File: src/mic_pkg.sv
// Shared constants and types of the maskable interrupt controller
package mic_pkg;
  // Source count and register map
  localparam int NUM_SRC = 44;
  localparam int IDX_W = 6;
  localparam int LVL_W = 3;
  localparam logic [15:0] CTRL_BASE = 16'hf100;
  localparam logic [15:0] CTRL_STRIDE = 16'h0002;
  localparam logic [15:0] IRQ_STAT_ADDR = 16'hf1a0;
  localparam logic [15:0] IRQ_MASK_ADDR = 16'hf1a2;
  // Source control register layout
  localparam int REQ_BIT = 7;
  localparam int MASK_BIT = 6;
  localparam int RSVD_MSB = 5;
  localparam int RSVD_LSB = 3;
  localparam logic [7:0] CTRL_WMASK = 8'hc7;
  localparam logic [7:0] CTRL_RST = 8'h47;
  // Status word layout
  localparam int SW_BLOCK_BIT = 5;
  localparam int SW_EXC_BIT = 6;
  localparam int SW_NMI_BIT = 7;
  localparam logic [7:0] SW_RST = 8'h20;
  // Exception code and handler address of source n: base plus n * 16
  localparam logic [15:0] EXC_BASE = 16'h0080;
  localparam int EXC_SHIFT = 4;
  // In-service tracking: one bit per level, level code 8 means none
  localparam int NUM_LVL = 8;
  localparam logic [3:0] LVL_NONE = 4'h8;
  // Event bits of the interrupt status register
  localparam int EV_W = 3;
  localparam int EV_ACK = 0;
  localparam int EV_RET = 1;
  localparam int EV_REFUSE = 2;
  localparam logic [7:0] IRQ_RST = 8'h00;
  // Acknowledge and return sequence steps
  typedef enum logic [2:0] {
    SEQ_IDLE = 3'b000,
    SEQ_SAVE_PC = 3'b001,
    SEQ_SAVE_SW = 3'b010,
    SEQ_CAUSE = 3'b011,
    SEQ_FLAGS = 3'b100,
    SEQ_JUMP = 3'b101,
    SEQ_RET_LOAD = 3'b110,
    SEQ_RET_JUMP = 3'b111
  } mic_seq_t;
endpackage

File: src/mic_arbiter.sv
// Combinational winner selection among pending unmasked requests
`timescale 1ns/1ns
`default_nettype none
module mic_arbiter #(
  parameter int NUM_SRC = mic_pkg::NUM_SRC
) (
  // Requests and their levels, three bits per source
  input wire logic [NUM_SRC-1:0] req,
  input wire logic [NUM_SRC*mic_pkg::LVL_W-1:0] lvl,
  // Winner
  output logic win_valid,
  output logic [mic_pkg::IDX_W-1:0] win_idx,
  output logic [mic_pkg::LVL_W-1:0] win_lvl
);
  // Linear scan: lower index wins ties, so it acts as the default order
  always_comb
  begin
    win_valid = 1'b0;
    win_idx = '0;
    win_lvl = '1;
    for (int i = 0; i < NUM_SRC; i++)
    begin
      // Code 0 is the best level; only a strictly better level displaces
      if (req[i] && (!win_valid || lvl[i*mic_pkg::LVL_W +: mic_pkg::LVL_W] < win_lvl))
      begin
        win_valid = 1'b1;
        win_idx = mic_pkg::IDX_W'(i);
        win_lvl = lvl[i*mic_pkg::LVL_W +: mic_pkg::LVL_W];
      end
    end
  end
endmodule
`default_nettype wire

File: src/mic_sequencer.sv
// Step sequencer for acknowledge and return processing
`timescale 1ns/1ns
`default_nettype none
module mic_sequencer (
  // Clock and reset
  input wire logic clk,
  input wire logic rst,
  // Starts, only honoured in idle
  input wire logic start_ack,
  input wire logic start_ret,
  // Current step
  output mic_pkg::mic_seq_t step
);
  mic_pkg::mic_seq_t step_q, step_d;

  // One step per cycle, fixed order
  always_comb
  begin
    case (step_q)
      mic_pkg::SEQ_IDLE:
      begin
        if (start_ret)
          step_d = mic_pkg::SEQ_RET_LOAD;
        else if (start_ack)
          step_d = mic_pkg::SEQ_SAVE_PC;
        else
          step_d = mic_pkg::SEQ_IDLE;
      end
      mic_pkg::SEQ_SAVE_PC: step_d = mic_pkg::SEQ_SAVE_SW;
      mic_pkg::SEQ_SAVE_SW: step_d = mic_pkg::SEQ_CAUSE;
      mic_pkg::SEQ_CAUSE: step_d = mic_pkg::SEQ_FLAGS;
      mic_pkg::SEQ_FLAGS: step_d = mic_pkg::SEQ_JUMP;
      mic_pkg::SEQ_RET_LOAD: step_d = mic_pkg::SEQ_RET_JUMP;
      default: step_d = mic_pkg::SEQ_IDLE;
    endcase
  end

  // State register
  always_ff @(posedge clk)
  begin
    if (rst)
      step_q <= mic_pkg::SEQ_IDLE;
    else
      step_q <= step_d;
  end

  assign step = step_q;
endmodule
`default_nettype wire

File: src/mic_top.sv
// Maskable interrupt controller with status word and entry/return logic
// Functional notes
// - There are 44 maskable sources, each with its own control register and request path.
// - The pending unmasked request with the best level wins, ties go to the lower index.
// - Bits 2 to 0 hold the level, code 0 is the highest and 7 the lowest.
// - Acknowledge sets the disable flag, blocking further maskable requests until cleared.
// - With interrupts enabled in a handler, only a strictly better level may preempt it.
// - Acknowledge saves PC and status, writes the cause, sets disable, clears exception, jumps.
// - A request waits while masked or while NMI-active or disable is set.
// - Return with exception and NMI-active flags clear reloads PC and status from saved copies.
// - Control registers take whole byte accesses or single-bit accesses.
// - Bit 7 is the request flag and hardware clears it on acknowledge.
// - Bit 6 is the mask flag; set, the request stays pending.
`timescale 1ns/1ns
`default_nettype none
module mic_top #(
  parameter int NUM_SRC = mic_pkg::NUM_SRC
) (
  // Clock and reset
  input wire logic clk,
  input wire logic rst,
  // Register port
  input wire logic [15:0] reg_addr,
  input wire logic [7:0] reg_wdata,
  input wire logic reg_wr,
  input wire logic reg_rd,
  input wire logic reg_bit_mode,
  input wire logic [2:0] reg_bit_sel,
  output logic [7:0] reg_rdata,
  // Source event pulses, peripherals and external pins
  input wire logic [NUM_SRC-1:0] src_event,
  // Core operations, one-cycle pulses
  input wire logic [31:0] cpu_ret_pc,
  input wire logic enable_interrupts_op,
  input wire logic mask_all_op,
  input wire logic return_from_interrupt_op,
  input wire logic load_system_reg_op,
  input wire logic [7:0] load_system_reg_data,
  // Core control outputs
  output logic pc_load,
  output logic [31:0] pc_target,
  output logic [7:0] processor_status_word,
  output logic [31:0] saved_return_pc,
  output logic [7:0] saved_status_word,
  output logic [15:0] maskable_cause_half,
  output logic busy,
  // Interrupt line
  output logic irq
);
  // Source control registers, one per source
  logic [7:0] ctrl_q [NUM_SRC];
  logic [7:0] ctrl_d [NUM_SRC];
  logic [NUM_SRC-1:0] pend;
  logic [NUM_SRC*mic_pkg::LVL_W-1:0] lvl_flat;
  logic win_valid;
  logic [mic_pkg::IDX_W-1:0] win_idx;
  logic [mic_pkg::LVL_W-1:0] win_lvl;
  mic_pkg::mic_seq_t step;
  logic take, start_ret, ops_ok, ret_refused;
  logic [mic_pkg::IDX_W-1:0] take_idx_q, take_idx_d;
  logic [mic_pkg::NUM_LVL-1:0] isr_q, isr_d;
  logic [7:0] sw_q, sw_d, spsw_q, spsw_d;
  logic [31:0] spc_q, spc_d, pc_q, pc_d;
  logic [15:0] cause_q, cause_d;
  logic [mic_pkg::EV_W-1:0] stat_q, stat_d, imask_q, imask_d, events;
  logic [7:0] rdata_q, rdata_d;
  logic wr_hit, rd_hit;
  logic [mic_pkg::IDX_W-1:0] wr_idx, rd_idx;

  // Address to source index, valid flag in the top bit
  function automatic logic [mic_pkg::IDX_W:0] ctrl_index(input logic [15:0] a);
    logic [15:0] off;
    off = a - mic_pkg::CTRL_BASE;
    if (a >= mic_pkg::CTRL_BASE && off[0] == 1'b0 && off[15:1] < 15'(NUM_SRC))
      ctrl_index = {1'b1, off[mic_pkg::IDX_W:1]};
    else
      ctrl_index = '0;
  endfunction

  // Best level currently in service, LVL_NONE when nothing runs
  function automatic logic [3:0] best_in_service(input logic [mic_pkg::NUM_LVL-1:0] v);
    best_in_service = mic_pkg::LVL_NONE;
    for (int l = mic_pkg::NUM_LVL - 1; l >= 0; l--)
      if (v[l])
        best_in_service = 4'(l);
  endfunction

  // Decode of the register port
  assign {wr_hit, wr_idx} = reg_wr ? ctrl_index(reg_addr) : '0;
  assign {rd_hit, rd_idx} = reg_rd ? ctrl_index(reg_addr) : '0;

  // Each source gets its own request path into the arbiter
  always_comb
  begin
    for (int i = 0; i < NUM_SRC; i++)
    begin
      pend[i] = ctrl_q[i][mic_pkg::REQ_BIT] && !ctrl_q[i][mic_pkg::MASK_BIT];
      lvl_flat[i*mic_pkg::LVL_W +: mic_pkg::LVL_W] = ctrl_q[i][mic_pkg::LVL_W-1:0];
    end
  end

  mic_arbiter #(.NUM_SRC(NUM_SRC)) u_arb (
    .req(pend),
    .lvl(lvl_flat),
    .win_valid(win_valid),
    .win_idx(win_idx),
    .win_lvl(win_lvl)
  );

  mic_sequencer u_seq (
    .clk(clk),
    .rst(rst),
    .start_ack(take),
    .start_ret(start_ret),
    .step(step)
  );

  // Take and return decisions; return beats a new acknowledge
  assign start_ret = (step == mic_pkg::SEQ_IDLE) && return_from_interrupt_op
    && !sw_q[mic_pkg::SW_EXC_BIT] && !sw_q[mic_pkg::SW_NMI_BIT];
  assign ret_refused = (step == mic_pkg::SEQ_IDLE) && return_from_interrupt_op && !start_ret;
  assign take = win_valid && (step == mic_pkg::SEQ_IDLE) && !return_from_interrupt_op
    && !sw_q[mic_pkg::SW_BLOCK_BIT] && !sw_q[mic_pkg::SW_NMI_BIT]
    && ({1'b0, win_lvl} < best_in_service(isr_q));
  assign ops_ok = (step == mic_pkg::SEQ_IDLE) && !take && !return_from_interrupt_op;

  // Control register next values; event set is applied last so it wins
  always_comb
  begin
    for (int i = 0; i < NUM_SRC; i++)
    begin
      ctrl_d[i] = ctrl_q[i];
      if (wr_hit && wr_idx == mic_pkg::IDX_W'(i))
      begin
        if (reg_bit_mode)
          ctrl_d[i][reg_bit_sel] = reg_wdata[0];
        else
          ctrl_d[i] = reg_wdata;
        ctrl_d[i] = ctrl_d[i] & mic_pkg::CTRL_WMASK;
      end
      if (take && win_idx == mic_pkg::IDX_W'(i))
        ctrl_d[i][mic_pkg::REQ_BIT] = 1'b0;
      if (src_event[i])
        ctrl_d[i][mic_pkg::REQ_BIT] = 1'b1;
    end
  end

  always_ff @(posedge clk)
  begin
    for (int i = 0; i < NUM_SRC; i++)
      if (rst)
        ctrl_q[i] <= mic_pkg::CTRL_RST;
      else
        ctrl_q[i] <= ctrl_d[i];
  end

  // Entry and return processing, step by step
  always_comb
  begin
    sw_d = sw_q;
    spsw_d = spsw_q;
    spc_d = spc_q;
    pc_d = pc_q;
    cause_d = cause_q;
    isr_d = isr_q;
    take_idx_d = take ? win_idx : take_idx_q;
    if (take)
      isr_d[win_lvl] = 1'b1;
    case (step)
      mic_pkg::SEQ_SAVE_PC: spc_d = cpu_ret_pc;
      mic_pkg::SEQ_SAVE_SW: spsw_d = sw_q;
      mic_pkg::SEQ_CAUSE:
      begin
        cause_d = mic_pkg::EXC_BASE + (16'(take_idx_q) << mic_pkg::EXC_SHIFT);
        pc_d = {16'h0000, cause_d};
      end
      mic_pkg::SEQ_FLAGS:
      begin
        sw_d[mic_pkg::SW_BLOCK_BIT] = 1'b1;
        sw_d[mic_pkg::SW_EXC_BIT] = 1'b0;
      end
      mic_pkg::SEQ_RET_LOAD:
      begin
        sw_d = spsw_q;
        pc_d = spc_q;
        isr_d = isr_q & (isr_q - 8'h01); // Lowest set bit is the best level, no range hazard
      end
      default:
      begin
        // Core operations only act while no sequence is running
        if (ops_ok && enable_interrupts_op)
          sw_d[mic_pkg::SW_BLOCK_BIT] = 1'b0;
        else if (ops_ok && mask_all_op)
          sw_d[mic_pkg::SW_BLOCK_BIT] = 1'b1;
        else if (ops_ok && load_system_reg_op)
          sw_d = load_system_reg_data;
      end
    endcase
  end

  always_ff @(posedge clk)
  begin
    if (rst)
    begin
      sw_q <= mic_pkg::SW_RST;
      spsw_q <= '0;
      spc_q <= '0;
      pc_q <= '0;
      cause_q <= '0;
      isr_q <= '0;
      take_idx_q <= '0;
    end
    else
    begin
      sw_q <= sw_d;
      spsw_q <= spsw_d;
      spc_q <= spc_d;
      pc_q <= pc_d;
      cause_q <= cause_d;
      isr_q <= isr_d;
      take_idx_q <= take_idx_d;
    end
  end

  // Interrupt status: events set, a written one clears, set wins
  assign events = {ret_refused, step == mic_pkg::SEQ_RET_JUMP, take};
  always_comb
  begin
    stat_d = stat_q;
    imask_d = imask_q;
    if (reg_wr && reg_addr == mic_pkg::IRQ_STAT_ADDR)
      stat_d = stat_q & ~reg_wdata[mic_pkg::EV_W-1:0];
    if (reg_wr && reg_addr == mic_pkg::IRQ_MASK_ADDR)
      imask_d = reg_wdata[mic_pkg::EV_W-1:0];
    stat_d = stat_d | events;
  end

  // Read data stands in the cycle after the strobe only
  always_comb
  begin
    rdata_d = 8'h00;
    if (rd_hit && reg_bit_mode)
      rdata_d = {7'h00, ctrl_q[rd_idx][reg_bit_sel]};
    else if (rd_hit)
      rdata_d = ctrl_q[rd_idx];
    else if (reg_rd && reg_addr == mic_pkg::IRQ_STAT_ADDR)
      rdata_d = {5'h00, stat_q};
    else if (reg_rd && reg_addr == mic_pkg::IRQ_MASK_ADDR)
      rdata_d = {5'h00, imask_q};
  end

  always_ff @(posedge clk)
  begin
    if (rst)
    begin
      stat_q <= mic_pkg::IRQ_RST[mic_pkg::EV_W-1:0];
      imask_q <= mic_pkg::IRQ_RST[mic_pkg::EV_W-1:0];
      rdata_q <= '0;
    end
    else
    begin
      stat_q <= stat_d;
      imask_q <= imask_d;
      rdata_q <= rdata_d;
    end
  end

  // Outputs
  assign reg_rdata = rdata_q;
  assign irq = |(stat_q & imask_q);
  assign pc_load = (step == mic_pkg::SEQ_JUMP) || (step == mic_pkg::SEQ_RET_JUMP);
  assign pc_target = pc_q;
  assign processor_status_word = sw_q;
  assign saved_return_pc = spc_q;
  assign saved_status_word = spsw_q;
  assign maskable_cause_half = cause_q;
  assign busy = step != mic_pkg::SEQ_IDLE;

  // Helpers for checking: a better eligible source than the winner, reserved bits
  logic better_exists, rsvd_set;
  always_comb
  begin
    better_exists = 1'b0;
    rsvd_set = 1'b0;
    for (int i = 0; i < NUM_SRC; i++)
    begin
      if (pend[i] && (ctrl_q[i][2:0] < win_lvl
          || (ctrl_q[i][2:0] == win_lvl && mic_pkg::IDX_W'(i) < win_idx)))
        better_exists = 1'b1;
      if (ctrl_q[i][mic_pkg::RSVD_MSB:mic_pkg::RSVD_LSB] != 3'b000)
        rsvd_set = 1'b1;
    end
  end
endmodule
`default_nettype wire

File: config.mk
export PLATFORM = sky130hd
export DESIGN_NAME = mic_top
export DESIGN_NICKNAME = d
export VERILOG_FILES = /design/src/mic_pkg.sv /design/src/mic_arbiter.sv /design/src/mic_sequencer.sv /design/src/mic_top.sv
export SDC_FILE = /design/constraint.sdc
export NUM_CORES = 1
export LEC_CHECK = 0
export BUFFER_PORTS_ARGS = -buffer_cell sky130_fd_sc_hd__buf_2
export CORE_ASPECT_RATIO = 1.5
export CORE_MARGIN = 2
export CORE_UTILIZATION = 40
export CTS_BUF_LIST = sky130_fd_sc_hd__clkbuf_16
export CTS_CLUSTER_SIZE = 16
export DETAILED_ROUTE_END_ITERATION = 12
export GPL_ROUTABILITY_DRIVEN = 1
export GPL_TIMING_DRIVEN = 0
export SYNTH_ARGS = -nofsm -noshare
export SYNTH_HDL_FRONTEND = slang
export SYNTH_SLANG_ARGS = --single-unit
File: constraint.sdc
create_clock -name clk -period 59.1 [get_ports clk]
set_input_delay 2.955 -clock clk [delete_from_list [all_inputs] [get_ports clk]]
set_output_delay 2.955 -clock clk [all_outputs]
set_load 0.02 [all_outputs]
==> results.toml <==
[logic_synthesis]
syn-cell-area_um2 = 23200
ys_seq_area_share_pct = 28.9
synth_edf_count = 0
synthCells = 2931
synth.avg_cell_area_um2 = 7.91
synthArstFlopShare_pct = 0
yosysWarnings = 0
synth_ff_type = "dfxtp_1"
ys_types = 125
ys_ff_latch = 335

[floorplan]
die_w_um = 201
die_area_um2 = 59900
dieHeight_um = 299
coreArea_um2 = 57600
num_io_pins = 227
start_util_pct = 40.3
rows = 108

[clocking]
path_clk_slew_ns = 0.06
cts_made_buffers = 36
clk_latency_ns = 0.55
htree_levels = 2
cts_buffer_depth = 3
cts_tree = "yes"
cts_num_sinks = 335
cts_root_buffer = "clkbuf_16"

[worst_hold_path]
hold_path.class = "reg -> reg"

[final_layout]
final_net_count = 3412
drive_gt1_share_pct = 17.0
num-fill-cells = 5798
design_area_um2 = 27100
syn2layout_area_growth_pct = 17.0
regArea_um2 = 6710
finalNonFillerCells = 4037
multi_input_area_um2 = 15700

[worst_setup_path]
crit_slowest_cell = "or4_1"
path_max_fanout = 10
max_stage_delay_ns = 0.53
critical_path_arrival_ns = 56.21
critPathLaunchType = "flip-flop"
end_kind = "flip-flop"
crit_family = "compound AO/OA/AOI/OAI gates"
cp.required_ns = 59.53
crit_type = "reg -> reg"
path_common_cell = "ha_1"
path_buf_inv = 43

[global_route]
grt_use_met1_pct = 36.0
grt_usage_pct = 32.5
grt_pass1_wl_um = 151000
grt_max_degree = 14
grt_overflow = 0
grt_use_met3_pct = 5.69
antenna_found_initial = 2
grt_pass1_vias = 24675
met2_usage_pct = 58.0
grt.busiest_layer = "met2"

[route]
num_vias = 25766
postRouteAntennaNets = 0
wirelength_um = 103000
drt-initial-drc-count = 2542
drtPass1Iterations = 8
detail_route.vias_per_cell = 6.38
drc = 0
wl_per_cell_um = 25.4

[power]
power_density_nw_per_um2 = 19.3
peakVddDrop_mv = 0.0254
totalPowerFinal_mw = 0.524
leakage_nw = 10.5

[timing]
max-slew-margin-rel_pct = -4.25
period_share_pct = 94.4
tightest_slew_ns = 1.56
setup_viol = 0
post-route-min-period_ns = 55.78
max_freq_mhz = 17.9
holdWs_ns = 0.460
setup-tns-final_ns = 0
finalHoldViolCount = 0
finClkSkew_ns = 0.0327
maxSlewViolCount = 12

[place]
dp.cells = 3922
placed_cell_area_um2 = 25300
dp_hpwl_um = 79100
port_buffers = 207
place_congestion = 0.992

[run_status]
violations = "capacitance limit, slew limit"
outcome = "complete, but fails checks"

[job]
maxCapViolCount = 2
[synth_stat cells (13+ instances only)]
cell type / instances / area, µm²
buf_4: 17 / 128
mux4_2: 37 / 833
nor3_1: 48 / 240
dfxtp_1: 335 / 6710
inv_1: 98 / 368
and3_1: 13 / 81.3
a211o_1: 16 / 140
o41a_1: 20 / 225
nor4_1: 13 / 81.3
nand2b_1: 75 / 469
o22ai_1: 24 / 150
mux2i_1: 52 / 521
ha_1: 48 / 601
nor2_1: 279 / 1050
o21a_1: 21 / 158
a311o_1: 24 / 240
mux2_2: 28 / 315
nand3_1: 105 / 526
o21ai_0: 118 / 591
o31ai_1: 27 / 203
a221oi_1: 42 / 368
or3_1: 22 / 138
clkbuf_1: 139 / 522
a211oi_1: 35 / 263
nand2_1: 486 / 1820
and2_1: 23 / 144
a21o_1: 39 / 293
or2b_1: 24 / 180
nor2b_1: 18 / 113
a221o_1: 144 / 1440
o211ai_1: 40 / 300
a22oi_1: 36 / 270
or2_2: 20 / 125
a21oi_1: 158 / 791
a31oi_1: 29 / 181
[metrics by stage]
stage                     utilization [%]  setup slack, ns
after floorplan                         -             6.56
after global placement               43.8           -0.401
after detailed placement             43.9            -1.47
after CTS                            45.9           0.0989
after global routing                 47.1           -0.331
final                                47.1             3.32
[kinds of logic (layout without fill, tap and decap cells)]
| family | count (synthesis) | count (layout) | synth area share, % |
|---|---|---|---|
| buffers and inverters | 284 | 608 | 5.33 |
| other | 1 | 13 | 0.0162 |
| AND/OR/NAND/NOR | 1184 | 1184 | 23.4 |
| adder cells (fa/ha/maj) | 54 | 54 | 2.85 |
| multiplexers | 123 | 123 | 7.60 |
| XOR/XNOR | 1 | 1 | 0.0378 |
| AO/OA/AOI/OAI | 949 | 949 | 31.9 |
| flip-flops | 335 | 335 | 28.9 |
[layout make-up]
cell class              instances  area share (%)
diodes                          1         0.00923
flip-flops and latches        335            24.7
clock buffers                  37            3.41
well taps                     770            3.55
repair buffers                264            5.41
inverters                      99            1.37
clock inverters                23           0.554
plain buffers                 185            3.20
multi-input cells            2323            57.7
[worst paths after layout]
| path | from | endpoint | slack (ns) | cells after the start |
|---|---|---|---|---|
| min | maskable_cause_half[8]$_SDFFE_PP0P_ | maskable_cause_half[8]$_SDFFE_PP0P_ | 0.46 | 2 |
| min reg2reg | maskable_cause_half[8]$_SDFFE_PP0P_ | maskable_cause_half[8]$_SDFFE_PP0P_ | 0.46 | 2 |
| max reg2reg | flip-flop | ctrl_q[21][7]$_SDFF_PP0_ | 3.32 | 307 |
| max | flip-flop | ctrl_q[21][7]$_SDFF_PP0_ | 3.32 | 307 |
[what timing repair did]
action	4_1_cts	5_1_grt
setup buffers	4	50
endpoints found under the setup margin	68	68
pin swaps	2	32
hold buffers	0	0
endpoints found under the hold margin	0	0
gates cloned	0	0
resized for setup	17	86
[placed cells by master, fill, tap and decap left out, drive strengths merged, types with 44 or more instances in the layout]
cell      n
nand2   487
dfxtp   335
buf     305
nor2    279
clkbuf  178
a21oi   164
a221o   144
o21ai   131
inv     105
nand3   105
nand2b   76
mux2i    54
ha       48
nor3     48
a221oi   44
[worst min-delay path, cell delays in order, from the launching register on]
cell     delay, ns
dfxtp_1       0.31
nand2_1       0.05
a21oi_1       0.05
[routing by layer]
| metal | up-vias | share of wire, % |
|---|---|---|
| li1 | 11632 | - |
| met1 | 12387 | 36 |
| met2 | 1403 | 49 |
| met3 | 342 | 8.1 |
| met4 | 2 | 6.7 |
| met5 | - | 0.013 |
[power breakdown]
group	switching (mW)	internal, mW
Combinational	0.0478	0.0194
Clock	0.0972	0.122
Sequential	0.00618	0.232
Total	0.151	0.373
(Power assumes the default switching activity.)
